<file path="config.mk">
export PLATFORM = sky130hd
export DESIGN_NAME = twi_trap_wakeup
export DESIGN_NICKNAME = d
export VERILOG_FILES = /design/src/verilog/twi_trap_wakeup.v
export VERILOG_INCLUDE_DIRS = /design/src /design/src/verilog
export SDC_FILE = /design/constraint.sdc
export NUM_CORES = 1
export LEC_CHECK = 0
export ABC_AREA = 1
export BUFFER_PORTS_ARGS = -buffer_cell sky130_fd_sc_hd__buf_2
export CAP_MARGIN = 20
export CORE_MARGIN = 2
export CORE_UTILIZATION = 49
export CTS_CLUSTER_DIAMETER = 150
export DETAILED_ROUTE_END_ITERATION = 10
export GPL_ROUTABILITY_DRIVEN = 0
export PLACE_DENSITY = 0.81
export SLEW_MARGIN = 0
export SYNTH_ARGS = -nofsm -noshare
export SYNTH_HDL_FRONTEND = slang
export SYNTH_SLANG_ARGS = --single-unit
</file>
<file path="constraint.sdc">
create_clock -name clk_sys_in -period 1.7 [get_ports clk_sys_in]
set_input_delay 0.255 -clock clk_sys_in [delete_from_list [all_inputs] [get_ports clk_sys_in]]
set_output_delay 0.255 -clock clk_sys_in [all_outputs]
set_load 0.02 [all_outputs]
</file>
<file path="src/verilog/twi_regs.vh">
// Register map, field positions and constants of the trap and wakeup interrupt block
`ifndef TWI_REGS_VH
`define TWI_REGS_VH

// APB byte offsets
`define TWI_OFF_CTRL      12'h000
`define TWI_OFF_WAKE_EN   12'h004
`define TWI_OFF_WAKE_EDG  12'h008
`define TWI_OFF_WAKE_PND  12'h00c
`define TWI_OFF_STATUS    12'h010

// Control register fields
`define TWI_CTRL_GIE_BIT   0
`define TWI_CTRL_PORT_GROUP_IRQ_ENABLE_BIT  1

// Status register fields
`define TWI_STAT_REQ_BIT   0
`define TWI_STAT_WAKE_BIT  1
`define TWI_STAT_SVC_BIT   2

// Reset values
`define TWI_CTRL_RST      2'h0
`define TWI_WAKE_EN_RST   8'h00
`define TWI_WAKE_EDG_RST  8'h00
`define TWI_WAKE_PND_RST  8'h00

// Opcodes and vectors
`define TWI_OP_TRAP       8'h00
`define TWI_VEC_TRAP      8'hfe
`define TWI_VEC_WAKE      8'he2
`define TWI_VEC_DEFAULT   8'he0

`endif

</file>
<file path="src/verilog/twi_trap_wakeup.v">
// Software trap and port wakeup interrupt logic with an APB register slave
`timescale 1ns/1ps
`default_nettype none
`include "twi_regs.vh"

module twi_trap_wakeup #(
    parameter PORT_W = 8,
    parameter PC_W   = 15,
    parameter ROM_TOP = 15'h2fff
) (
    input  wire              clk_sys_in,
    input  wire              rstn_in,
    input  wire              ce_in,
    // APB slave
    input  wire              psel_in,
    input  wire              penable_in,
    input  wire              pwrite_in,
    input  wire [11:0]       paddr_in,
    input  wire [31:0]       pwdata_in,
    input  wire [3:0]        pstrb_in,
    output reg  [31:0]       prdata_out,
    output reg               pready_out,
    output reg               pslverr_out,
    // Core fetch side
    input  wire              fetch_valid_in,
    input  wire [PC_W-1:0]   fetch_pc_in,
    input  wire [7:0]        rom_data_in,
    output reg  [7:0]        fetch_opcode_out,
    output reg               fetch_valid_out,
    input  wire              stack_pop_under_in,
    input  wire              clear_trap_pending_op_in,
    input  wire              vector_select_op_in,
    input  wire              interrupt_return_op_in,
    input  wire [PORT_W-1:0] ext_pending_in,
    input  wire              halt_idle_in,
    output reg               trap_req_out,
    output reg  [PC_W-1:0]   trap_ret_pc_out,
    output reg               irq_req_out,
    output reg  [7:0]        vector_low_out,
    output reg               vector_valid_out,
    output reg               wake_out,
    output reg               wake_service_out,
    output reg               load_pc_top_out,
    // Port pins
    input  wire [PORT_W-1:0] port_pins_in
);

    // Idle / maskable-service state, one-hot
    localparam [1:0] ST_RUN = 2'b01;
    localparam [1:0] ST_SVC = 2'b10;

    reg [1:0]        state;
    reg [1:0]        next_state;
    reg              trap_pending_flag;
    reg              global_irq_enable;
    reg              port_group_irq_enable;
    reg [PORT_W-1:0] wake_enable_bits;
    reg [PORT_W-1:0] wake_edge_select;
    reg [PORT_W-1:0] wake_pending_bits;
    reg [PORT_W-1:0] pins_last;

    wire apb_wr = psel_in & penable_in & pwrite_in & ~pready_out;
    wire apb_rd = psel_in & penable_in & ~pwrite_in & ~pready_out;

    function valid_offset;
        input [11:0] a;
        begin
            case (a)
                `TWI_OFF_CTRL,
                `TWI_OFF_WAKE_EN,
                `TWI_OFF_WAKE_EDG,
                `TWI_OFF_WAKE_PND,
                `TWI_OFF_STATUS: valid_offset = 1'b1;
                default:         valid_offset = 1'b0;
            endcase
        end
    endfunction

    // Unprogrammed space decodes as the trap opcode
    wire        rom_hole   = (fetch_pc_in > ROM_TOP);
    wire [7:0]  opcode     = rom_hole ? `TWI_OP_TRAP : rom_data_in;
    wire        trap_fetch = fetch_valid_in & (opcode == `TWI_OP_TRAP);

    // Per-pin edge detection; edge select 1 = rising, 0 = falling
    wire [PORT_W-1:0] edge_hit;
    genvar g;
    generate
        for (g = 0; g < PORT_W; g = g + 1) begin : g_edge
            assign edge_hit[g] = wake_edge_select[g] ?
                                 (port_pins_in[g] & ~pins_last[g]) :
                                 (~port_pins_in[g] & pins_last[g]);
        end
    endgenerate

    wire [PORT_W-1:0] wake_active = wake_pending_bits & wake_enable_bits;
    wire port_req = |wake_active & port_group_irq_enable & global_irq_enable;
    // Trap flag locks out all maskables; no nesting of maskables
    wire mask_ok  = ~trap_pending_flag & (state == ST_RUN);
    wire any_ext  = |ext_pending_in;

    // Wake pending byte-lane write mask, write-one-to-clear
    wire [PORT_W-1:0] pnd_clr = (apb_wr && paddr_in == `TWI_OFF_WAKE_PND && pstrb_in[0]) ?
                                pwdata_in[PORT_W-1:0] : {PORT_W{1'b0}};

    always @* begin
        next_state = state;
        case (state)
            ST_RUN: begin
                if (vector_select_op_in && mask_ok && global_irq_enable &&
                    (port_req || any_ext)) begin
                    next_state = ST_SVC;
                end
            end
            ST_SVC: begin
                if (interrupt_return_op_in) begin
                    next_state = ST_RUN;
                end
            end
            default: next_state = ST_RUN;
        endcase
    end

    // Next-value logic for the flops below
    reg [7:0]  next_vector_low;
    reg [31:0] next_prdata;
    reg        next_trap_pending;
    reg        next_irq_req;
    reg        next_pready;
    reg        next_pslverr;
    reg        next_wake;
    reg        next_wake_service;

    // Nested traps share one flag; an inner clear also frees the outer routine
    always @* begin
        next_trap_pending = trap_pending_flag;
        // Trap set wins over a simultaneous clear op
        if (trap_fetch) begin
            next_trap_pending = 1'b1;
        end else if (clear_trap_pending_op_in) begin
            next_trap_pending = 1'b0;
        end
    end

    // Trap requests bypass every enable; maskables need the lock-out clear
    always @* begin
        next_irq_req = 1'b0;
        if (trap_pending_flag || trap_fetch) begin
            next_irq_req = 1'b1;
        end else if (mask_ok && global_irq_enable && (port_req || any_ext)) begin
            next_irq_req = 1'b1;
        end
    end

    // Vector arbitration: trap first, then external ranks, then the port group
    always @* begin
        next_vector_low = `TWI_VEC_DEFAULT;
        if (trap_pending_flag) begin
            next_vector_low = `TWI_VEC_TRAP;
        end else if (any_ext && global_irq_enable) begin
            next_vector_low = ext_vector(ext_pending_in);
        end else if (port_req) begin
            next_vector_low = `TWI_VEC_WAKE;
        end
    end

    // In halt, wake needs only an enabled pending pin; service also needs both enables
    always @* begin
        next_wake         = 1'b0;
        next_wake_service = 1'b0;
        if (halt_idle_in) begin
            next_wake         = |wake_active;
            next_wake_service = port_req;
        end
    end

    // One wait state: the answer comes on the second access cycle
    always @* begin
        next_pready  = 1'b0;
        next_pslverr = 1'b0;
        if (psel_in && penable_in && !pready_out) begin
            next_pready  = 1'b1;
            next_pslverr = ~valid_offset(paddr_in);
        end
    end

    // Read mux; the trap flag is deliberately absent from every word
    always @* begin
        next_prdata = 32'h0000_0000;
        if (apb_rd) begin
            case (paddr_in)
                `TWI_OFF_CTRL: begin
                    next_prdata = {30'h0, port_group_irq_enable, global_irq_enable};
                end
                `TWI_OFF_WAKE_EN: begin
                    next_prdata = {{(32-PORT_W){1'b0}}, wake_enable_bits};
                end
                `TWI_OFF_WAKE_EDG: begin
                    next_prdata = {{(32-PORT_W){1'b0}}, wake_edge_select};
                end
                `TWI_OFF_WAKE_PND: begin
                    next_prdata = {{(32-PORT_W){1'b0}}, wake_pending_bits};
                end
                `TWI_OFF_STATUS: begin
                    next_prdata = {29'h0, state == ST_SVC, |wake_active, port_req};
                end
                default: begin
                    next_prdata = 32'h0000_0000;
                end
            endcase
        end
    end

    // Control state and the hidden trap flag
    always @(posedge clk_sys_in or negedge rstn_in) begin
        if (!rstn_in) begin
            state             <= ST_RUN;
            trap_pending_flag <= 1'b0;
        end else if (ce_in) begin
            state             <= next_state;
            trap_pending_flag <= next_trap_pending;
        end
    end

    // One pending latch per pin, held until software writes a one to it
    localparam [PORT_W-1:0] PND_RST = `TWI_WAKE_PND_RST;
    generate
        for (g = 0; g < PORT_W; g = g + 1) begin : g_pend
            always @(posedge clk_sys_in or negedge rstn_in) begin
                if (!rstn_in) begin
                    wake_pending_bits[g] <= PND_RST[g];
                end else if (ce_in) begin
                    // A new edge wins over a software clear
                    if (edge_hit[g]) begin
                        wake_pending_bits[g] <= 1'b1;
                    end else if (pnd_clr[g]) begin
                        wake_pending_bits[g] <= 1'b0;
                    end
                end
            end
        end
    endgenerate

    // Pin history and wake from halt
    always @(posedge clk_sys_in or negedge rstn_in) begin
        if (!rstn_in) begin
            pins_last        <= {PORT_W{1'b0}};
            wake_out         <= 1'b0;
            wake_service_out <= 1'b0;
        end else if (ce_in) begin
            pins_last        <= port_pins_in;
            wake_out         <= next_wake;
            wake_service_out <= next_wake_service;
        end
    end

    // Fetch path, trap acknowledge and over-pop redirect
    always @(posedge clk_sys_in or negedge rstn_in) begin
        if (!rstn_in) begin
            fetch_opcode_out <= 8'h00;
            fetch_valid_out  <= 1'b0;
            trap_req_out     <= 1'b0;
            trap_ret_pc_out  <= {PC_W{1'b0}};
            load_pc_top_out  <= 1'b0;
            irq_req_out      <= 1'b0;
        end else if (ce_in) begin
            fetch_opcode_out <= opcode;
            fetch_valid_out  <= fetch_valid_in;
            // No enable gates the acknowledge, so a trap is never lost
            trap_req_out     <= trap_fetch;
            if (trap_fetch) begin
                trap_ret_pc_out <= fetch_pc_in;
            end
            load_pc_top_out  <= stack_pop_under_in;
            irq_req_out      <= next_irq_req;
        end
    end

    // Vector is taken in every cycle that the select op is high
    always @(posedge clk_sys_in or negedge rstn_in) begin
        if (!rstn_in) begin
            vector_low_out   <= `TWI_VEC_DEFAULT;
            vector_valid_out <= 1'b0;
        end else if (ce_in) begin
            vector_valid_out <= vector_select_op_in;
            if (vector_select_op_in) begin
                vector_low_out <= next_vector_low;
            end
        end
    end

    // Enable bits; a trap leaves the global enable alone
    always @(posedge clk_sys_in or negedge rstn_in) begin
        if (!rstn_in) begin
            global_irq_enable     <= 1'b0;
            port_group_irq_enable <= 1'b0;
        end else if (ce_in && apb_wr && pstrb_in[0] && paddr_in == `TWI_OFF_CTRL) begin
            global_irq_enable     <= pwdata_in[`TWI_CTRL_GIE_BIT];
            port_group_irq_enable <= pwdata_in[`TWI_CTRL_PORT_GROUP_IRQ_ENABLE_BIT];
        end
    end

    // Per-pin configuration; only the low byte lane carries the port bits
    always @(posedge clk_sys_in or negedge rstn_in) begin
        if (!rstn_in) begin
            wake_enable_bits <= `TWI_WAKE_EN_RST;
            wake_edge_select <= `TWI_WAKE_EDG_RST;
        end else if (ce_in && apb_wr && pstrb_in[0]) begin
            case (paddr_in)
                `TWI_OFF_WAKE_EN: begin
                    wake_enable_bits <= pwdata_in[PORT_W-1:0];
                end
                `TWI_OFF_WAKE_EDG: begin
                    wake_edge_select <= pwdata_in[PORT_W-1:0];
                end
                default: begin
                end
            endcase
        end
    end

    // Bus answer flops; read data is zero outside the answer cycle
    always @(posedge clk_sys_in or negedge rstn_in) begin
        if (!rstn_in) begin
            pready_out  <= 1'b0;
            pslverr_out <= 1'b0;
            prdata_out  <= 32'h0000_0000;
        end else if (ce_in) begin
            pready_out  <= next_pready;
            pslverr_out <= next_pslverr;
            prdata_out  <= next_prdata;
        end
    end

    // Lowest-numbered external source has the highest rank, vectors fa down to ec
    function [7:0] ext_vector;
        input [PORT_W-1:0] p;
        integer i;
        begin
            ext_vector = `TWI_VEC_DEFAULT;
            for (i = PORT_W - 1; i >= 0; i = i - 1) begin
                if (p[i]) begin
                    ext_vector = 8'hfa - {i[6:0], 1'b0};
                end
            end
        end
    endfunction

endmodule
`default_nettype wire

</file>
==> flow_summary.toml, run 1 <==
[worst_setup_path]
start_kind = "register"
worstSetupEndpointType = "register"
crit_type = "register to register"
required_ps = 1940
slowest_delay_ps = 380
worstPathMaxFanout = 8
cp.arrival_ps = 1710
crit_chain = "inv_1 -> nand4_2 -> nor2_4 -> inv_2 -> nor2_4 -> nand2_1 -> nand2_1 -> o21ai_1"
path_delay_family = "simple AND/OR/NAND/NOR gates"
cp_num_buf_inv = 2
cp_slowest_cell = "dfrtp_1"

[sta]
finalSetupTns_ps = 0
drv_slew = 0
fmax_ghz = 0.681
period_minus_slack_ps = 1470
fin_skew_ps = 7.73
setup_viol_count_final = 0
rsz0062_at_grt = "false"
timing_hold_violations_final = 0
fin_crit_sh_pct = 86.4

[worst_hold_path]
min_path_type = "primary input to register"

[cts]
cts_tree = "done"
cts.htree.levels = 3
clk_latency_ps = 350
cts_resized = 0
cts_setup_buffers = 0
cts_root_buf = "clkbuf_8"
cts_buffers = 9
cts.clk_slew.worst_paths_ps = 100
cts_max_path_buffers = 2
cts.sinks = 81

[place]
dp_cells = 748
hpwlAfterDp_um = 7400
io_buffers = 115

[route]
routed_wl_um = 9780
route.detailed.drc = 0
first_pass_iters = 5
postRouteAntennaNets = 0
routedWlPerCell_um = 12.8
drt-vias-per-instance = 4.90
route.vias.total = 3748
drtIter0Drc = 165

[cells_and_area]
fillCellCount = 740
fin_cells = 765
nNetsFinal = 754
syn2layout_area_growth_pct = 19.9
diodes = 0
drive_gt1_share_pct = 27.3

[floorplanning]
core_area_sq_um = 8260
die_h_um = 96.6
num_rows = 33
design.die.area_sq_um = 9330
pin_count = 171
start_util_pct = 50.8
fp.dieW_um = 96.6

[logic_synthesis]
yosysTopAreaCell = "dfrtp_1"
ys_ff_latch = 81
synthArstFlopShare_pct = 100
synth_edf_count = 0
synth_cells = 531
ys.flop_type = "dfrtp_1"
synth.distinct_cells = 33
netlist_top_cells_area = "dfrtp_1 48%, nand2_1 17%, buf_4 5.4%, nand3_1 4.6%, inv_1 3.2%"
synth-seq-area-share_pct = 48.3
yosysMostFrequentCell = "nand2_1"
netlist_top_cells_count = "195 x nand2_1, 80 x dfrtp_1, 39 x nand3_1, 36 x inv_1, 36 x nor2_1"
synth.avg_cell_area_sq_um = 7.91
syn_area_sq_um = 4200
netlist.area_leader.share_pct = 47.7
synth_warnings = 0

[power_and_ir_drop]
p_leak_uw = 0.00278
peakVddDrop_v = 0.000653
power.density_nw_per_um2 = 886

[grt]
antenna_found_initial = 0
gr-total-overflow = 0
grt_usage_pct = 21.6
grt_pass1_wl_um = 15400
grt_max_degree = 49
first_global_vias = 3521

[run_status]
status = "complete, no violations"

[flow_run]
max-cap-violations = 0
-- cells by family after synthesis --
| kind of cell | synth area share (%) |
|---|---|
| flops | 48.3 |
| simple gates | 30.7 |
| compound gates | 9.80 |
| other cells | 0.179 |
| buf+inv | 11.0 |
-- state kept, by name, indices dropped and copies added, names as in the netlist --
| signal | cells |
|---|---|
| trap_req_out | 1 |
| vector_low_out | 4 |
| trap_pending_flag | 1 |
| wake_pending_bits | 8 |
| fetch_valid_out | 1 |
| pins_last | 8 |
| fetch_opcode_out | 8 |
| wake_out | 1 |
| global_irq_enable | 1 |
| trap_ret_pc_out | 15 |
| state | 2 |
| irq_req_out | 1 |
| wake_service_out | 1 |
| port_group_irq_enable | 1 |
| prdata_out | 8 |
| wake_edge_select | 8 |
| vector_valid_out | 1 |
| pslverr_out | 1 |
| pready_out | 1 |
| load_pc_top_out | 1 |
| wake_enable_bits | 8 |
-- stage by stage --
stage	setup slack [ps]	total power [uW]	utilization, %	cell area, sq um	hold slack (ps)
3_3_place_gp	172	2990	58.3	4820	143
2_1_floorplan	356	2710	-	4300	-40.6
3_5_place_dp	120	3020	58.3	4820	148
4_1_cts	224	4510	61.0	5040	68.0
5_1_grt	107	4690	61.0	5040	81.4
6_report	231	4460	61.0	5040	83.6
-- worst reg2reg max path, cell delays in order (launching register included) --
cell	delay (ps)
dfrtp_1	380
inv_1	90
nand4_2	150
nor2_4	190
inv_2	80
nor2_4	250
nand2_1	90
nand2_1	80
o21ai_1	60
-- cell usage in the layout, fill, tap and decap left out, drive strengths merged --
cell / n
o21a: 2
clkbuf: 9
o21bai: 1
o21ai: 49
nand4: 8
a21oi: 5
nand2: 197
clkinv: 1
dlygate4sd3: 1
nor2: 46
or2: 1
conb: 28
inv: 47
dfstp: 1
dfrtp: 80
nor3: 3
buf: 128
a21boi: 8
bufinv: 1
o31ai: 2
nand3: 41
clkinvlp: 1
-- layer usage --
metal,vias to the layer above,part of all wire (%),GRT usage (%)
li1,1873,-,-
met1,1725,43,27.1
met2,137,50,36.8
met3,13,6.2,3.41
met4,0,1.4,9.39
met5,-,0,0
-- final timing paths --
kind | from | depth (start not counted) | end | slack, ps
min in group asynchronous | rstn_in | 2 | pins_last[5]$_DFFE_PN0P_ | 320
max reg2reg | pready_out$_DFFE_PN0P_ | 8 | wake_pending_bits[2]$_DFFE_PN0P_ | 230
min | fetch_pc_in[4] | 3 | trap_ret_pc_out[4]$_DFFE_PN0P_ | 80
max in group asynchronous | rstn_in | 3 | wake_enable_bits[7]$_DFFE_PN0P_ | 860
max | pready_out$_DFFE_PN0P_ | 8 | wake_pending_bits[2]$_DFFE_PN0P_ | 230
min reg2reg | fetch_opcode_out[5]$_DFFE_PN0P_ | 2 | fetch_opcode_out[5]$_DFFE_PN0P_ | 480
-- final cells by class --
class                   count  area, sq um  share of cell area [%]
repair buffers            129          698                    13.9
inverters                  43          164                    3.25
flip-flops and latches     81         2030                    40.3
clock buffers               9          124                    2.46
clock inverters             7         83.8                    1.66
well taps                 105          131                    2.61
multi-input cells         391         1810                    35.9
-- power breakdown --
group / internal, uW / switching (uW)
combinational: 266 / 553
sequential: 2080 / 80.4
clock: 710 / 772
-- what timing repair did --
item                                   4_1_cts  5_1_grt
hold buffers                                 1        0
endpoints found under the hold margin       15        0
setup endpoints to repair                    0        0
Note: power is estimated with default switching activity, not from simulation.
==> inputs of run 2 (changes only) <==
--- a/config.mk
+++ b/config.mk
@@ -14,7 +14,7 @@
 export CTS_CLUSTER_DIAMETER = 150
 export DETAILED_ROUTE_END_ITERATION = 10
 export GPL_ROUTABILITY_DRIVEN = 0
-export PLACE_DENSITY = 0.81
+export PLACE_DENSITY = 0.84
 export SLEW_MARGIN = 0
 export SYNTH_ARGS = -nofsm -noshare
 export SYNTH_HDL_FRONTEND = slang
==> constraint.sdc (replaced) <==
create_clock -name clk_sys_in -period 1.6 [get_ports clk_sys_in]
set_input_delay 0.24 -clock clk_sys_in [delete_from_list [all_inputs] [get_ports clk_sys_in]]
set_output_delay 0.24 -clock clk_sys_in [all_outputs]
set_load 0.005 [all_outputs]
==> run 2 against run 1 <==
Compared with the run above: die area stayed put; critical endpoint is now wake_pending_bits[0]$_DFFE_PN0P_; via count up 2.6%; global-route usage increased by 0.66 points; total power grew 2.0%; combinational power decreased by 18%; flip-flop and latch count is the same; register-to-register slack worse by 80 ps; largest power group unchanged; critical path type unchanged.
==> flow_summary.toml, run 2 (same netlist as run 1, synthesis figures left out) <==
[floorplanning]
die_h_um = 96.6
num_rows = 33
pin_count = 171
design.die.area_sq_um = 9330
start_util_pct = 50.8
fp.dieW_um = 96.6
core_area_sq_um = 8260

[sta]
fmax_ghz = 0.689
hold_ws_ps = 61.7
setup_viol_count_final = 0
fin_crit_sh_pct = 90.7
worst_pin_slew_ps = 509
setup_ws_ps = 149
slew_headroom_pct = 66.0
rsz0062_at_grt = "false"
timing_hold_violations_final = 0
period_minus_slack_ps = 1450
finalSetupTns_ps = 0
fin_skew_ps = 8.89
drv_slew = 0

[cts]
cts.sinks = 81
cts.clk_slew.worst_paths_ps = 90
cts_buffers = 9
cts_resized = 0
clk_latency_ps = 360
cts_tree = "done"
cts_setup_buffers = 0
cts_max_path_buffers = 2
cts_root_buf = "clkbuf_8"
cts.htree.levels = 3

[route]
drt-vias-per-instance = 5.03
first_pass_iters = 4
routedWlPerCell_um = 13.3
route.vias.total = 3846
drtIter0Drc = 186
routed_wl_um = 10100
postRouteAntennaNets = 0
route.detailed.drc = 0

[worst_setup_path]
crit_type = "register to register"
rr_startpoint = "pready_out$_DFFE_PN0P_"
worstSetupEndpointType = "register"
cp.arrival_ps = 1700
start_kind = "register"
crit-reg2reg-capture = "wake_pending_bits[0]$_DFFE_PN0P_"
worstRegToRegCells = 8
critPathLaunch = "pready_out$_DFFE_PN0P_"
critical_path.endpoint = "wake_pending_bits[0]$_DFFE_PN0P_"
required_ps = 1850
worstPathMaxFanout = 8
reg2reg_setup_slack_ps = 150

[cells_and_area]
fin_cells = 765
syn2layout_area_growth_pct = 20.9
largest-register = "trap_ret_pc_out"
fillCellCount = 753
utilization_pct = 61.5
drive_gt1_share_pct = 27.3
mostFrequentLayoutCell = "nand2_1"
nNetsFinal = 754
largest_register_ffs = 15
final_cell_mix = "195 x nand2_1, 114 x buf_2, 80 x dfrtp_1"
diodes = 0

[grt]
grt_max_degree = 42
grt_pass1_wl_um = 16000
gr-total-overflow = 0
grt_usage_pct = 22.2
first_global_vias = 3807
antenna_found_initial = 0

[run_status]
status = "complete, no violations"

[power_and_ir_drop]
p_leak_uw = 0.00280
peakVddDrop_v = 0.000475
power.density_nw_per_um2 = 896

[place]
io_buffers = 115
dp_slack_ps = 22.8
dp_cells = 748
hpwlAfterDp_um = 7670

[flow_run]
max-cap-violations = 0

[worst_hold_path]
min_path_type = "primary input to register"
run 2: cell count changes in the layout (fill, tap and decap cells not counted), sizes merged:
| cell | change |
|---|---|
| clkinv | +1 |
| clkinvlp | +1 |
| clkbuf | +1 |
| inv | -3 |
run 2: worst max-delay path: stages (launching register included):
cell	delay (ps)
dfrtp_1	380
inv_1	90
nand4_2	140
nor2_4	190
inv_2	80
nor2_4	240
nand2_1	100
nand2_1	80
o21ai_1	60
run 2: worst min-delay path by stage:
stage | start | end | slack (ps) | depth (start not counted)
after global placement | rstn_in | pins_last[5]$_DFFE_PN0P_ | 240 | 1
after global routing | fetch_pc_in[8] | trap_ret_pc_out[8]$_DFFE_PN0P_ | 60 | 3
final | fetch_pc_in[7] | trap_ret_pc_out[7]$_DFFE_PN0P_ | 60 | 3
after CTS | fetch_pc_in[7] | trap_ret_pc_out[7]$_DFFE_PN0P_ | 50 | 3
after floorplan | rstn_in | fetch_opcode_out[0]$_DFFE_PN0P_ | -60 | 0
after detailed placement | rstn_in | prdata_out[5]$_DFFE_PN0P_ | 240 | 1
run 2: repair_timing:
item | CTS | global route
setup endpoints to repair | 0 | 0
hold endpoints to repair | 34 | 0
hold buffers | 1 | 0
run 2: power breakdown:
part / switching, uW / total, uW / internal (uW)
clock: 801 / 1580 / 782
sequential: 88.1 / 2300 / 2210
combinational: 386 / 670 / 284
total: 1280 / 4550 / 3280
run 2: layer usage:
layer,vias up,GRT usage (%),wire length (um)
met1,1814,25.5,4200
met3,24,5.43,597
li1,1873,-,-
met4,0,12.4,310
met2,135,38.0,5030
met5,-,0,0
run 2: stage by stage:
stage / power, uW / instance area (sq um)
6_report: 4550 / 5080
3_3_place_gp: 2970 / 4860
4_1_cts: 4600 / 5080
2_1_floorplan: 2670 / 4300
5_1_grt: 4790 / 5080
3_5_place_dp: 3010 / 4860
run 2: final cells by class:
cell class / instances / area (sq um) / share of cell area [%]
clock buffers: 10 / 138 / 2.71
clock inverters: 6 / 73.8 / 1.45
inverters: 43 / 164 / 3.23
multi-input cells: 391 / 1810 / 35.6
flip-flops and latches: 81 / 2030 / 39.9
well taps: 105 / 131 / 2.59
repair buffers: 129 / 736 / 14.5
==> inputs of run 3 (changes only) <==
--- a/config.mk
+++ b/config.mk
@@ -9,12 +9,15 @@
 export ABC_AREA = 1
 export BUFFER_PORTS_ARGS = -buffer_cell sky130_fd_sc_hd__buf_2
 export CAP_MARGIN = 20
+export CELL_PAD_IN_SITES_DETAIL_PLACEMENT = 1
+export CELL_PAD_IN_SITES_GLOBAL_PLACEMENT = 2
 export CORE_MARGIN = 2
-export CORE_UTILIZATION = 49
+export CORE_UTILIZATION = 26
 export CTS_CLUSTER_DIAMETER = 150
 export DETAILED_ROUTE_END_ITERATION = 10
 export GPL_ROUTABILITY_DRIVEN = 0
-export PLACE_DENSITY = 0.84
+export PLACE_DENSITY = 0.82
+export RECOVER_POWER = 25
 export SLEW_MARGIN = 0
 export SYNTH_ARGS = -nofsm -noshare
 export SYNTH_HDL_FRONTEND = slang
==> run 3 against run 2 <==
Compared with the run above: flip-flop and latch count is the same; wire length grew 20%; sequential power is essentially flat; sequential share of layout area down 1.8 points; worst setup slack better by 34 ps; non-clock buffer count grew 2; clock-buffer cell count grew 4; combinational power increased by 0.7%; critical path type unchanged; clock skew is 2.0 ps lower; clock power grew 37%.
==> flow_summary.toml, run 3 (same netlist as run 1, synthesis figures left out) <==
[run_status]
status = "complete, no violations"

[worst_hold_path]
min_path_type = "primary input to register"
whs_endpoint = "trap_ret_pc_out[11]$_DFFE_PN0P_"
holdPathStages = 3
min_from = "fetch_pc_in[11]"

[grt]
grt_pass1_wl_um = 19300
gr-total-overflow = 0
grt_max_degree = 44
antenna_found_initial = 0
first_global_vias = 3912
grt_usage_pct = 14.6

[place]
io_buffers = 115
dp_slack_ps = -16.4
dp_cells = 861
hpwlAfterDp_um = 9220

[worst_setup_path]
rr_startpoint = "pready_out$_DFFE_PN0P_"
crit_type = "register to register"
cp.arrival_ps = 1640
worstPathMaxFanout = 8
worstRegToRegCells = 8
worstSetupEndpointType = "register"
reg2reg_setup_slack_ps = 180
required_ps = 1830
crit-reg2reg-capture = "wake_pending_bits[1]$_DFFE_PN0P_"
start_kind = "register"

[cells_and_area]
largest_register_ffs = 15
syn2layout_area_growth_pct = 26.5
fillCellCount = 1943
mostFrequentLayoutCell = "nand2_1"
drive_gt1_share_pct = 27.2
fin_cells = 878
diodes = 0
final_cell_mix = "194 x nand2_1, 113 x buf_2, 80 x dfrtp_1"
nNetsFinal = 756
largest-register = "trap_ret_pc_out"

[cts]
cts_root_buf = "clkbuf_16"
cts.clk_slew.worst_paths_ps = 60
cts.sinks = 81
cts_setup_buffers = 0
cts_tree = "done"
cts_max_path_buffers = 2
clk_latency_ps = 340
cts.htree.levels = 3
cts_buffers = 9

[route]
routedWlPerCell_um = 13.9
drtIter0Drc = 118
route.detailed.drc = 0
drt-vias-per-instance = 4.36
route.vias.total = 3827
first_pass_iters = 4
postRouteAntennaNets = 0
routed_wl_um = 12200

[sta]
period_minus_slack_ps = 1420
timing_hold_violations_final = 0
fin_crit_sh_pct = 88.5
setup_viol_count_final = 0
fin_skew_ps = 6.85
drv_slew = 0
slew_headroom_pct = 40.4
setup_ws_ps = 184
worst_pin_slew_ps = 894
fmax_ghz = 0.706
finalSetupTns_ps = 0
rsz0062_at_grt = "false"

[power_and_ir_drop]
peakVddDrop_v = 0.000469
total_power_uw = 5140
p_leak_uw = 0.00285
power.density_nw_per_um2 = 968

[floorplanning]
design.die.area_sq_um = 17200
pin_count = 171
fp.dieW_um = 131
die_h_um = 131
num_rows = 46
core_area_sq_um = 15800
start_util_pct = 26.5

[flow_run]
max-cap-violations = 0
run 3: cell count changes in the layout (fill, tap and decap cells not counted), sizes merged:
cell      previous run  this run
clkbuf              10        17
clkinvlp             2         0
inv                 44        42
buf                128       127
run 3: layout make-up:
type / instances / area (sq um) / share of cell area (%)
Sequential cell: 81 / 2030 / 38.2
Multi-Input combinational cell: 391 / 1810 / 34.1
Timing Repair Buffer: 131 / 732 / 13.8
Clock buffer: 14 / 274 / 5.16
Tap cell: 216 / 270 / 5.09
Inverter: 43 / 164 / 3.09
Clock inverter: 2 / 35.0 / 0.659
run 3: power by group:
group	switching [uW]	total, uW	leakage [uW]	internal, uW
registers	85.9	2300	0.00102	2210
logic	395	675	0.00167	280
clock network	833	2170	0.000153	1340
total	1310	5140	0.00285	3830
run 3: worst max path at each step:
| stage | start | to | slack, ps | depth (start not counted) |
|---|---|---|---|---|
| after floorplan | pready_out$_DFFE_PN0P_ | wake_enable_bits[0]$_DFFE_PN0P_ | 350 | 7 |
| after global placement | paddr_in[7] | prdata_out[1]$_DFFE_PN0P_ | 80 | 11 |
| after detailed placement | paddr_in[7] | wake_pending_bits[3]$_DFFE_PN0P_ | -20 | 9 |
| after CTS | pready_out$_DFFE_PN0P_ | wake_pending_bits[1]$_DFFE_PN0P_ | 120 | 8 |
| after global routing | wake_pending_bits[7]$_DFFE_PN0P_ | irq_req_out$_DFFE_PN0P_ | 1 | 10 |
| final | pready_out$_DFFE_PN0P_ | wake_pending_bits[1]$_DFFE_PN0P_ | 180 | 8 |
run 3: stage by stage:
stage	util (%)	hold slack (ps)	cell area [sq um]
final	33.6	88.4	5310
after global routing	33.6	90.2	5310
after CTS	33.7	79.8	5330
after detailed placement	31.7	228	5010
after global placement	31.7	219	5010
after floorplan	-	-55.6	4300
run 3: critical path, stage by stage, from the launching register on:
cell	delay, ps
dfrtp_1	370
inv_1	80
nand4_2	150
nor2_4	190
inv_2	80
nor2_4	220
nand2_1	90
nand2_1	70
o21ai_1	60
run 3: timing repair:
action,in CTS,in global routing
endpoints found under the hold margin,28,0
hold buffers,1,0
gates resized for setup,0,1
setup endpoints to repair,0,3
run 3: layer usage:
metal / vias up / share of wire [%] / global-route usage [%]
met3: 13 / 6.5 / 3.53
met4: 0 / 1.7 / 6.13
li1: 1878 / - / -
met5: - / 0 / 0
met1: 1840 / 42 / 17.4
met2: 96 / 49 / 25.3
